===== config.mk =====
export PLATFORM = sky130hd
export DESIGN_NAME = aacs_top
export DESIGN_NICKNAME = d
export VERILOG_FILES = /design/src/hw/aacs_pkg.sv /design/src/hw/aacs_route.sv /design/src/hw/aacs_top.sv
export SDC_FILE = /design/constraint.sdc
export NUM_CORES = 1
export LEC_CHECK = 0
export BUFFER_PORTS_ARGS = -buffer_cell sky130_fd_sc_hd__buf_2
export CAP_MARGIN = 20
export CORE_UTILIZATION = 47
export DETAILED_ROUTE_END_ITERATION = 6
export PLACE_DENSITY = 0.8
export SETUP_SLACK_MARGIN = 0.15
export SYNTH_ARGS = -nofsm -noshare
export SYNTH_HDL_FRONTEND = slang
export SYNTH_SLANG_ARGS = --single-unit

===== constraint.sdc =====
create_clock -name ref_clk_i -period 2.1 [get_ports ref_clk_i]
set_clock_uncertainty 0.05 [all_clocks]
set_input_delay 0.21 -clock ref_clk_i [delete_from_list [all_inputs] [get_ports ref_clk_i]]
set_output_delay 0.21 -clock ref_clk_i [all_outputs]
set_load 0.05 [all_outputs]

===== src/hw/aacs_pkg.sv =====
// Constants and types for the step 1 configuration register block of
// the auxiliary converter sequencer.
// Assumes a 32-bit Avalon-MM slave port addressed in bytes.
package aacs_pkg;

   // Register indices and their byte addresses (four bytes per index)
   localparam logic [7:0] CFG_IDX = 8'h91;
   localparam logic [7:0] STAT_IDX = 8'hf0;
   localparam logic [11:0] CFG_ADDR = {2'h0, CFG_IDX, 2'h0};
   localparam logic [11:0] STAT_ADDR = {2'h0, STAT_IDX, 2'h0};

   // Configuration register value after reset and writable bits
   localparam logic [15:0] CFG_RST = 16'h0001;
   localparam logic [15:0] CFG_WMASK = 16'he01f;
   localparam logic [15:0] STAT_RST = 16'h0000;

   // Sequencer step served by this register
   localparam logic [3:0] STEP_ID = 4'h1;

   // Gain select codes and resulting gain factors
   localparam logic [1:0] GAIN_X1 = 2'h0;
   localparam logic [1:0] GAIN_X2 = 2'h1;
   localparam logic [2:0] GAIN_F1 = 3'h1;
   localparam logic [2:0] GAIN_F2 = 3'h2;
   localparam logic [2:0] GAIN_F4 = 3'h4;

   // Positive select codes; internal sources start at POS_INT_MIN
   localparam logic [3:0] POS_EXT_MAX = 4'h7;
   localparam logic [3:0] POS_INT_MIN = 4'h8;
   localparam logic [3:0] POS_TEMP = 4'h8;
   localparam logic [3:0] POS_SHORT = 4'h9;
   localparam logic [3:0] POS_TDAC = 4'ha;
   localparam logic [3:0] POS_RAIL_A = 4'he;
   localparam logic [3:0] POS_RAIL_D = 4'hf;

   // Avalon response codes
   localparam logic [1:0] RESP_OK = 2'h0;
   localparam logic [1:0] RESP_SLVERR = 2'h2;

   typedef struct packed {
      logic enable;
      logic [1:0] gain;
      logic [7:0] rsvd;
      logic neg;
      logic [3:0] pos;
   } aacs_cfg_t;

   typedef enum logic [1:0] {
      NEG_GND,
      NEG_EXT7,
      NEG_AUTO
   } aacs_neg_t;

   typedef struct packed {
      logic [2:0] gain_factor;
      aacs_neg_t neg;
      logic [3:0] pos;
      logic internal;
   } aacs_route_t;

endpackage


===== src/hw/aacs_route.sv =====
// Decodes the step 1 configuration fields into converter routing.
// Purely combinational; the caller registers the result.
`timescale 1ns/1ps
`default_nettype none
module aacs_route
(
   input wire aacs_pkg::aacs_cfg_t cfg_i,
   output aacs_pkg::aacs_route_t route_o
);
   import aacs_pkg::*;

   always_comb
   begin
      route_o.pos = cfg_i.pos;
      route_o.internal = (cfg_i.pos >= POS_INT_MIN);
      // Internal sources pick their own negative input
      if (route_o.internal)
      begin
         route_o.neg = NEG_AUTO;
      end
      else if (cfg_i.neg)
      begin
         route_o.neg = NEG_EXT7;
      end
      else
      begin
         route_o.neg = NEG_GND;
      end
      case (cfg_i.gain)
         GAIN_X1: route_o.gain_factor = GAIN_F1;
         GAIN_X2: route_o.gain_factor = GAIN_F2;
         default: route_o.gain_factor = GAIN_F4;
      endcase
   end

endmodule // aacs_route
`default_nettype wire


===== src/hw/aacs_top.sv =====
// Step 1 configuration register of the auxiliary converter sequencer,
// with an Avalon-MM slave and the step 1 apply/skip logic.
// Assumes the sequencer engine pulses seq_req_i with the step number.
//
// Summary of operation
// - Configuration register resets to 0x0001 and sits at register index 0x91.
// - Bit 15 enables step 1 in the sequence; read/write, resets to zero.
// - Bits 14:13 choose gain: 00 gives 1, 01 gives 2, 10/11 give 4.
// - Bits 12:5 are reserved, read-only and always read back as zero.
// - Bit 4 chooses negative input: 0 analog ground, 1 external input seven.
// - Bits 3:0 choose positive input; 0000-0111 are external inputs; reset 0001.
// - Codes 1000 and up route internal sensors, shorts, test DAC and rails.
// - For internal sources the negative input is automatic; bit 4 ignored.
`timescale 1ns/1ps
`default_nettype none
module aacs_top
(
   input wire logic ref_clk_i,
   input wire logic arst_n_i,
   input wire logic [11:0] avs_address_i,
   input wire logic avs_read_i,
   input wire logic avs_write_i,
   input wire logic [31:0] avs_writedata_i,
   input wire logic [3:0] avs_byteenable_i,
   output logic [31:0] avs_readdata_o,
   output logic [1:0] avs_response_o,
   output logic avs_waitrequest_o,
   input wire logic seq_req_i,
   input wire logic [3:0] seq_step_i,
   output logic step1_enable_o,
   output logic step1_apply_o,
   output logic step1_skip_o,
   output aacs_pkg::aacs_route_t step1_route_o
);
   import aacs_pkg::*;

   typedef enum logic {
      ST_IDLE,
      ST_ACK
   } aacs_bus_st_t;

   aacs_bus_st_t bus_st_q;
   aacs_cfg_t cfg_q;
   aacs_cfg_t cfg_d;
   aacs_route_t route_c;
   aacs_route_t route_q;
   logic [31:0] rdata_q;
   logic [1:0] resp_q;
   logic [15:0] rdata_c;
   logic [7:0] apply_cnt_q;
   logic [7:0] skip_cnt_q;
   logic bus_req;
   logic bus_take;
   logic hit_cfg;
   logic hit_stat;
   logic wr_cfg;
   logic wr_stat;
   logic seq_hit;
   logic seq_run;
   logic seq_skip;
   logic apply_q;
   logic skip_q;

   // Bus handshake: one wait state for every access
   assign bus_req = avs_read_i | avs_write_i;
   assign bus_take = bus_req & (bus_st_q == ST_ACK);
   assign avs_waitrequest_o = bus_req & (bus_st_q != ST_ACK);

   always_ff @(posedge ref_clk_i or negedge arst_n_i)
   begin
      if (!arst_n_i)
      begin
         bus_st_q <= ST_IDLE;
      end
      else
      begin
         case (bus_st_q)
            ST_IDLE:
            begin
               if (bus_req)
               begin
                  bus_st_q <= ST_ACK;
               end
            end
            default:
            begin
               bus_st_q <= ST_IDLE;
            end
         endcase
      end
   end

   // Address decode
   always_comb
   begin
      hit_cfg = 1'b0;
      hit_stat = 1'b0;
      if (avs_address_i == CFG_ADDR)
      begin
         hit_cfg = 1'b1;
      end
      else if (avs_address_i == STAT_ADDR)
      begin
         hit_stat = 1'b1;
      end
   end

   assign wr_cfg = bus_take & avs_write_i & hit_cfg;
   assign wr_stat = bus_take & avs_write_i & hit_stat;

   // Byte-lane merge; reserved bits forced to zero
   always_comb
   begin
      cfg_d = cfg_q;
      if (avs_byteenable_i[0])
      begin
         cfg_d[7:0] = avs_writedata_i[7:0];
      end
      if (avs_byteenable_i[1])
      begin
         cfg_d[15:8] = avs_writedata_i[15:8];
      end
      cfg_d = cfg_d & CFG_WMASK;
   end

   always_ff @(posedge ref_clk_i or negedge arst_n_i)
   begin
      if (!arst_n_i)
      begin
         cfg_q <= CFG_RST;
      end
      else if (wr_cfg)
      begin
         cfg_q <= cfg_d;
      end
   end

   // Read data and response, captured while waitrequest is high
   always_comb
   begin
      rdata_c = 16'h0000;
      if (hit_cfg)
      begin
         rdata_c = cfg_q & CFG_WMASK;
      end
      else if (hit_stat)
      begin
         rdata_c = {apply_cnt_q, skip_cnt_q};
      end
   end

   always_ff @(posedge ref_clk_i or negedge arst_n_i)
   begin
      if (!arst_n_i)
      begin
         rdata_q <= 32'h0000_0000;
         resp_q <= RESP_OK;
      end
      else if (bus_req && bus_st_q == ST_IDLE)
      begin
         rdata_q <= avs_read_i ? {16'h0000, rdata_c} : 32'h0000_0000;
         resp_q <= (hit_cfg || hit_stat) ? RESP_OK : RESP_SLVERR;
      end
   end

   assign avs_readdata_o = rdata_q;
   assign avs_response_o = resp_q;

   // Step 1 request from the sequencer engine
   assign seq_hit = seq_req_i & (seq_step_i == STEP_ID);
   assign seq_run = seq_hit & cfg_q.enable;
   assign seq_skip = seq_hit & ~cfg_q.enable;

   aacs_route u_route
   (
      .cfg_i(cfg_q),
      .route_o(route_c)
   );

   always_ff @(posedge ref_clk_i or negedge arst_n_i)
   begin
      if (!arst_n_i)
      begin
         apply_q <= 1'b0;
         skip_q <= 1'b0;
      end
      else
      begin
         apply_q <= seq_run;
         skip_q <= seq_skip;
      end
   end

   // Routing held from the last applied step 1
   always_ff @(posedge ref_clk_i or negedge arst_n_i)
   begin
      if (!arst_n_i)
      begin
         route_q <= '0;
      end
      else if (seq_run)
      begin
         route_q <= route_c;
      end
   end

   // Event counters; a count in the clearing cycle survives the clear
   always_ff @(posedge ref_clk_i or negedge arst_n_i)
   begin
      if (!arst_n_i)
      begin
         apply_cnt_q <= STAT_RST[15:8];
         skip_cnt_q <= STAT_RST[7:0];
      end
      else if (wr_stat)
      begin
         apply_cnt_q <= {7'h00, seq_run};
         skip_cnt_q <= {7'h00, seq_skip};
      end
      else
      begin
         apply_cnt_q <= apply_cnt_q + {7'h00, seq_run};
         skip_cnt_q <= skip_cnt_q + {7'h00, seq_skip};
      end
   end

   assign step1_enable_o = cfg_q.enable;
   assign step1_apply_o = apply_q;
   assign step1_skip_o = skip_q;
   assign step1_route_o = route_q;

   // Helper: set once software has written the configuration
   logic cfg_written_q;

   always_ff @(posedge ref_clk_i or negedge arst_n_i)
   begin
      if (!arst_n_i)
      begin
         cfg_written_q <= 1'b0;
      end
      else if (wr_cfg)
      begin
         cfg_written_q <= 1'b1;
      end
   end
endmodule // aacs_top
`default_nettype wire


### Yosys cells after proc, flatten, opt, wreduce, memory -nomap -nowiden

Cells that the tools add are included.

* output and inout port bits: 48
* word-level logic and storage cells: 52
* register bits: 71
* input port bits: 57

* $lt $le $gt $ge: 1
* bitwise gates (word level): 11
* equality and inequality tests: 4
* muxes and demuxes: 14
* add/sub/neg operators: 2
* reduce and logical (&&, ||, !) cells: 5

Operators with widths (count)
* $mux W16: 3
* $eq A12 B10 Y1 const B: 2
* $add A8 B1 Y8: 2
* $mux W8: 2
* $and A1 B1 Y1: 8
* $mux W1: 6
* $pmux W3 S2: 1
* $eq A4 B1 Y1 const B: 1
* $ge A4 B4 Y1 const B: 1
* $mux W2: 2
* $reduce_and A2 Y1: 2
* $eq A2 B1 Y1 const B: 1
* $logic_not A2 Y1: 1
* $not A1 Y1: 2
* $logic_and A1 B1 Y1: 1
* $logic_or A1 B1 Y1: 1
* $or A1 B1 Y1: 1

### Depth between registers and ports, before layout

* depth after elaboration: 6
* mapped depth: 10

### Modules after synthesis

Synthesis repeated with hierarchy kept, for this count alone.

* cell total of the unflattened synthesis: 210
* area, all modules: 2456.1 um^2

By module, submodules not included
* aacs_top: cells each 200, times used 1, area each 2394.8 um^2
* aacs_route: cells each 10, times used 1, area each 61.3 um^2

### Worst setup path before layout

OpenSTA, ideal clock, no wires.

* path type: reg-to-reg
* from: register cfg_q, in the netlist step1_enable_o
* to: register apply_cnt_q[7]
* required time: 1.919 ns
* clock period less this slack: 1.917 ns
* arrival time: 1.737 ns
* cell stages (with the launch flop): 9
* buffers on the path: 1
* slack: 0.183 ns
* cells stage by stage: dfrtp_1 nand2_1 buf_2 inv_1 ha_1 nand3_1 nor3_1 xnor2_1 nor2_1

* cells in the longest elaborated chain, start to end: 3

RTL lines
* start: declaration: RTL line aacs_top.sv:43 `aacs_cfg_t cfg_q;`
* start signal: assignment: RTL line aacs_top.sv:134 `cfg_q <= cfg_d;`
* $and A1 B1 Y1: RTL line aacs_top.sv:171 `assign seq_run = seq_hit & cfg_q.enable;`
* named net seq_run: RTL line aacs_top.sv:59 `logic seq_run;`
* $add A8 B1 Y8: RTL line aacs_top.sv:222 `apply_cnt_q <= apply_cnt_q + {7'h00, seq_run};`
* $mux W8: RTL line aacs_top.sv:215 `else if (wr_stat)`
* end signal: assignment: RTL line aacs_top.sv:212 `apply_cnt_q <= STAT_RST[15:8];`
* end signal: assignment: RTL line aacs_top.sv:217 `apply_cnt_q <= {7'h00, seq_run};`
* end signal: assignment: RTL line aacs_top.sv:222
* end: declaration: RTL line aacs_top.sv:50 `logic [7:0] apply_cnt_q;`

The timed path passes the listed nets, and every way through them passes these cells.
A chain may end at the register's enable or synchronous reset.

### Worst setup path after layout

* from: register cfg_q, in the netlist step1_enable_o
* to: register skip_cnt_q[6]

* cells in the longest elaborated chain, start to end: 4

RTL lines
* $not A1 Y1: RTL line aacs_top.sv:172 `assign seq_skip = seq_hit & ~cfg_q.enable;`
* $and A1 B1 Y1: RTL line aacs_top.sv:172
* named net seq_skip: RTL line aacs_top.sv:60 `logic seq_skip;`
* $add A8 B1 Y8: RTL line aacs_top.sv:223 `skip_cnt_q <= skip_cnt_q + {7'h00, seq_skip};`
* $mux W8: RTL line aacs_top.sv:215
* end signal: assignment: RTL line aacs_top.sv:213 `skip_cnt_q <= STAT_RST[7:0];`
* end signal: assignment: RTL line aacs_top.sv:218 `skip_cnt_q <= {7'h00, seq_skip};`
* end signal: assignment: RTL line aacs_top.sv:223
* end: declaration: RTL line aacs_top.sv:51 `logic [7:0] skip_cnt_q;`

The timed path passes the listed nets, and every way through them passes these cells.

==> out/qor.txt <==
worst setup slack after placement: 0.112 ns
number of clock buffers inserted by TritonCTS: 5
remaining global-route overflow: 0
number of buffers inserted for hold repair after clock tree synthesis: 1
remaining antenna violation count after routing: 0
Vias: 1641
max-capacitance violation count: 0
die outline area: 5390 sq um
total inserted antenna cells: 0
maximum buffer depth of the clock tree: 2
Via-to-Cell Ratio: 4.90
CTS clock-pin slew for the worst setup and hold paths: 0.09 ns
Clock Tree Root: clkbuf_8
Worst Path Class, Setup: reg2reg
number of endpoints failing setup at the final stage: 0
flip-flop and latch area: 1330 sq um
element type at the critical path start: flip-flop
Yosys warning count: 0
routed length per instance: 13.7 um
multi-input gate area in the final layout: 953 sq um
data arrival time at the worst-slack endpoint: 1.91 ns
DIE HEIGHT: 73.4 um
count of routing violations after the opening detailed-route iteration: 79
final sum of negative setup slack: 0 ns
CTS tree: yes
number of distinct library cell variants in the gate-level netlist after synthesis: 35
pin count of the biggest net entering global routing: 23
sequential share of the synthesized area: 0.553
all-layer global routing usage: 0.190
Static Leakage: 1.57 nW
maximum achievable frequency: 566 MHz
netlist area before placement: 2400 sq um
most frequent standard cell in the layout excluding fill and tap cells: buf_2
FILL cells: 429
Area growth syn-to-layout: 18.6%
number of remaining DRC errors: 0
RSZ-0062 raised after global routing: no
PnR worst setup slack: 0.335 ns
post-CTS setup-driven buffer insertion count: 0
final-report hold violation count: 0
row count: 25
Final Hold Slack: 0.0855 ns
fraction of final layout cells sized beyond drive strength 1: 0.369
H-tree depth: 2
share of the clock period used by the worst path after layout: 0.841
Syn Area/Cell: 12.2 sq um
first-pass GRT wire length: 7760 um
number of global-route vias before repair: 1688
Util after Layout: 0.591
insertion delay to the later sink of the worst-skew pair: 0.30 ns
synthesized netlist cell count: 196
total of cells resized after clock tree synthesis: 0
Crit. End Element: flip-flop
detailed placer's ending HPWL: 3510 um
routability-driven placement congestion ratio: 0.822
maximum fanout along the worst path: 5
post-detailed-routing wire length: 4580 um
worst setup slack for register-to-register paths: 0.33 ns
initial core utilization: 0.498
post-synthesis register bit count: 53
max-slew violation total from the final report: 0
Hold/Removal Path Class: in2reg
net total in the final layout: 328
port buffer count: 61
commonest cells after routing, fill and taps aside: buf_2, dfrtp_1, nor2_1
minimum clock period after layout: 1.77 ns
Sinks on Clock Net: 53
Peak VDD IR: 0.435 mV
power density cells: 652 nW/um^2
# IOs: 105
number of antenna violations at the first check in global routing: 0
run status: finished, final reports clean
required arrival time at the worst endpoint: 2.25 ns
die outline width: 73.4 um
Initial DRT Pass Iterations: 4
area of the placeable core: 4820 sq um
synth_stat cells:
library cell | number | area, sq um
nor2b_1 | 5 | 31.3
ha_1 | 4 | 50.1
inv_1 | 4 | 15.0
nor3_1 | 3 | 15.0
dfrtp_1 | 52 | 1300
nor3_4 | 2 | 32.5
and3_1 | 2 | 12.5
a221o_1 | 8 | 80.1
buf_2 | 1 | 5.00
or3b_1 | 1 | 8.76
dfstp_2 | 1 | 26.3
nand4_1 | 1 | 6.26
nand4b_1 | 1 | 8.76
xnor2_1 | 9 | 78.8
nand3_1 | 6 | 30.0
and4b_1 | 1 | 10.0
a22o_1 | 8 | 70.1
buf_6 | 1 | 11.3
conb_1 | 1 | 3.75
or3_1 | 1 | 6.26
clkbuf_1 | 1 | 3.75
a21oi_1 | 1 | 5.00
o21bai_1 | 1 | 7.51
xor2_1 | 4 | 35.0
nand2_1 | 8 | 30.0
nand3b_1 | 1 | 7.51
nor2_1 | 19 | 71.3
mux2i_1 | 1 | 10.0
nor4b_2 | 1 | 15.0
nor3_2 | 1 | 10.0
mux2_1 | 1 | 11.3
mux2_2 | 17 | 191
buf_4 | 19 | 143
o21ai_0 | 1 | 5.00
and2_1 | 8 | 50.1
routing by layer:
layer | part of all wire | GRT usage | vias to the layer above
met5 | 0 | 0 | -
met4 | 0.011 | 0.0577 | 0
met3 | 0.046 | 0.0343 | 6
met2 | 0.50 | 0.318 | 59
met1 | 0.44 | 0.252 | 791
li1 | - | - | 785
where the power goes:
group | leakage [nW] | internal, mW | switching (mW)
clock network | 0.0445 | 0.237 | 0.322
logic | 0.802 | 0.0608 | 0.156
registers | 0.723 | 1.05 | 0.0285
critical path, cell delays in order, from the launching register on:
cell	delay (ns)
dfrtp_1	0.46
nor2b_1	0.25
ha_1	0.22
ha_1	0.17
and3_1	0.20
nand3_1	0.10
xor2_1	0.15
nor2_1	0.05
final timing paths:
check / startpoint / endpoint / depth (start not counted)
min in group asynchronous: arst_n_i / step1_route_o[7] / 2
max in group asynchronous: arst_n_i / skip_cnt_q[3] / 3
max: step1_enable_o / skip_cnt_q[6] / 7
min reg2reg: avs_response_o[1] / avs_response_o[1] / 2
min: avs_writedata_i[1] / cfg_q[1] / 2
max reg2reg: step1_enable_o / skip_cnt_q[6] / 7
cell type report:
cell class | count | area share
Clock buffer | 5 | 0.0242
Timing Repair Buffer | 70 | 0.132
Multi-Input combinational cell | 133 | 0.335
Tap cell | 67 | 0.0295
Inverter | 4 | 0.00528
Sequential cell | 53 | 0.467
Clock inverter | 3 | 0.00748
logic make-up (layout without fill, tap and decap cells):
kind of cell    count (synthesis)  count (layout)  synth area share
other cells                     1              17           0.00156
simple gates                   61              61             0.144
xor+xnor                       13              13            0.0475
flops                          53              53             0.553
fa+ha+maj                       4               4            0.0209
mux                            19              19            0.0887
compound gates                 19              19            0.0699
buf+inv                        26              82            0.0741
stage by stage:
step	instances	power (mW)	area (sq um)
floorplan	212	1.25	2460
global route	335	1.94	2850
CTS	335	1.88	2850
global placement	326	1.31	2750
detailed placement	326	1.31	2750
finish	335	1.86	2850
state kept, by name, indices dropped and copies added (netlist names):
name and cells:
apply_cnt_q 8, avs_readdata_o 16, avs_response_o 1, bus_st_q 1, cfg_q 7, skip_cnt_q 8, step1_apply_o 1, step1_enable_o 1
step1_route_o 9, step1_skip_o 1
(Power assumes the default switching activity.)
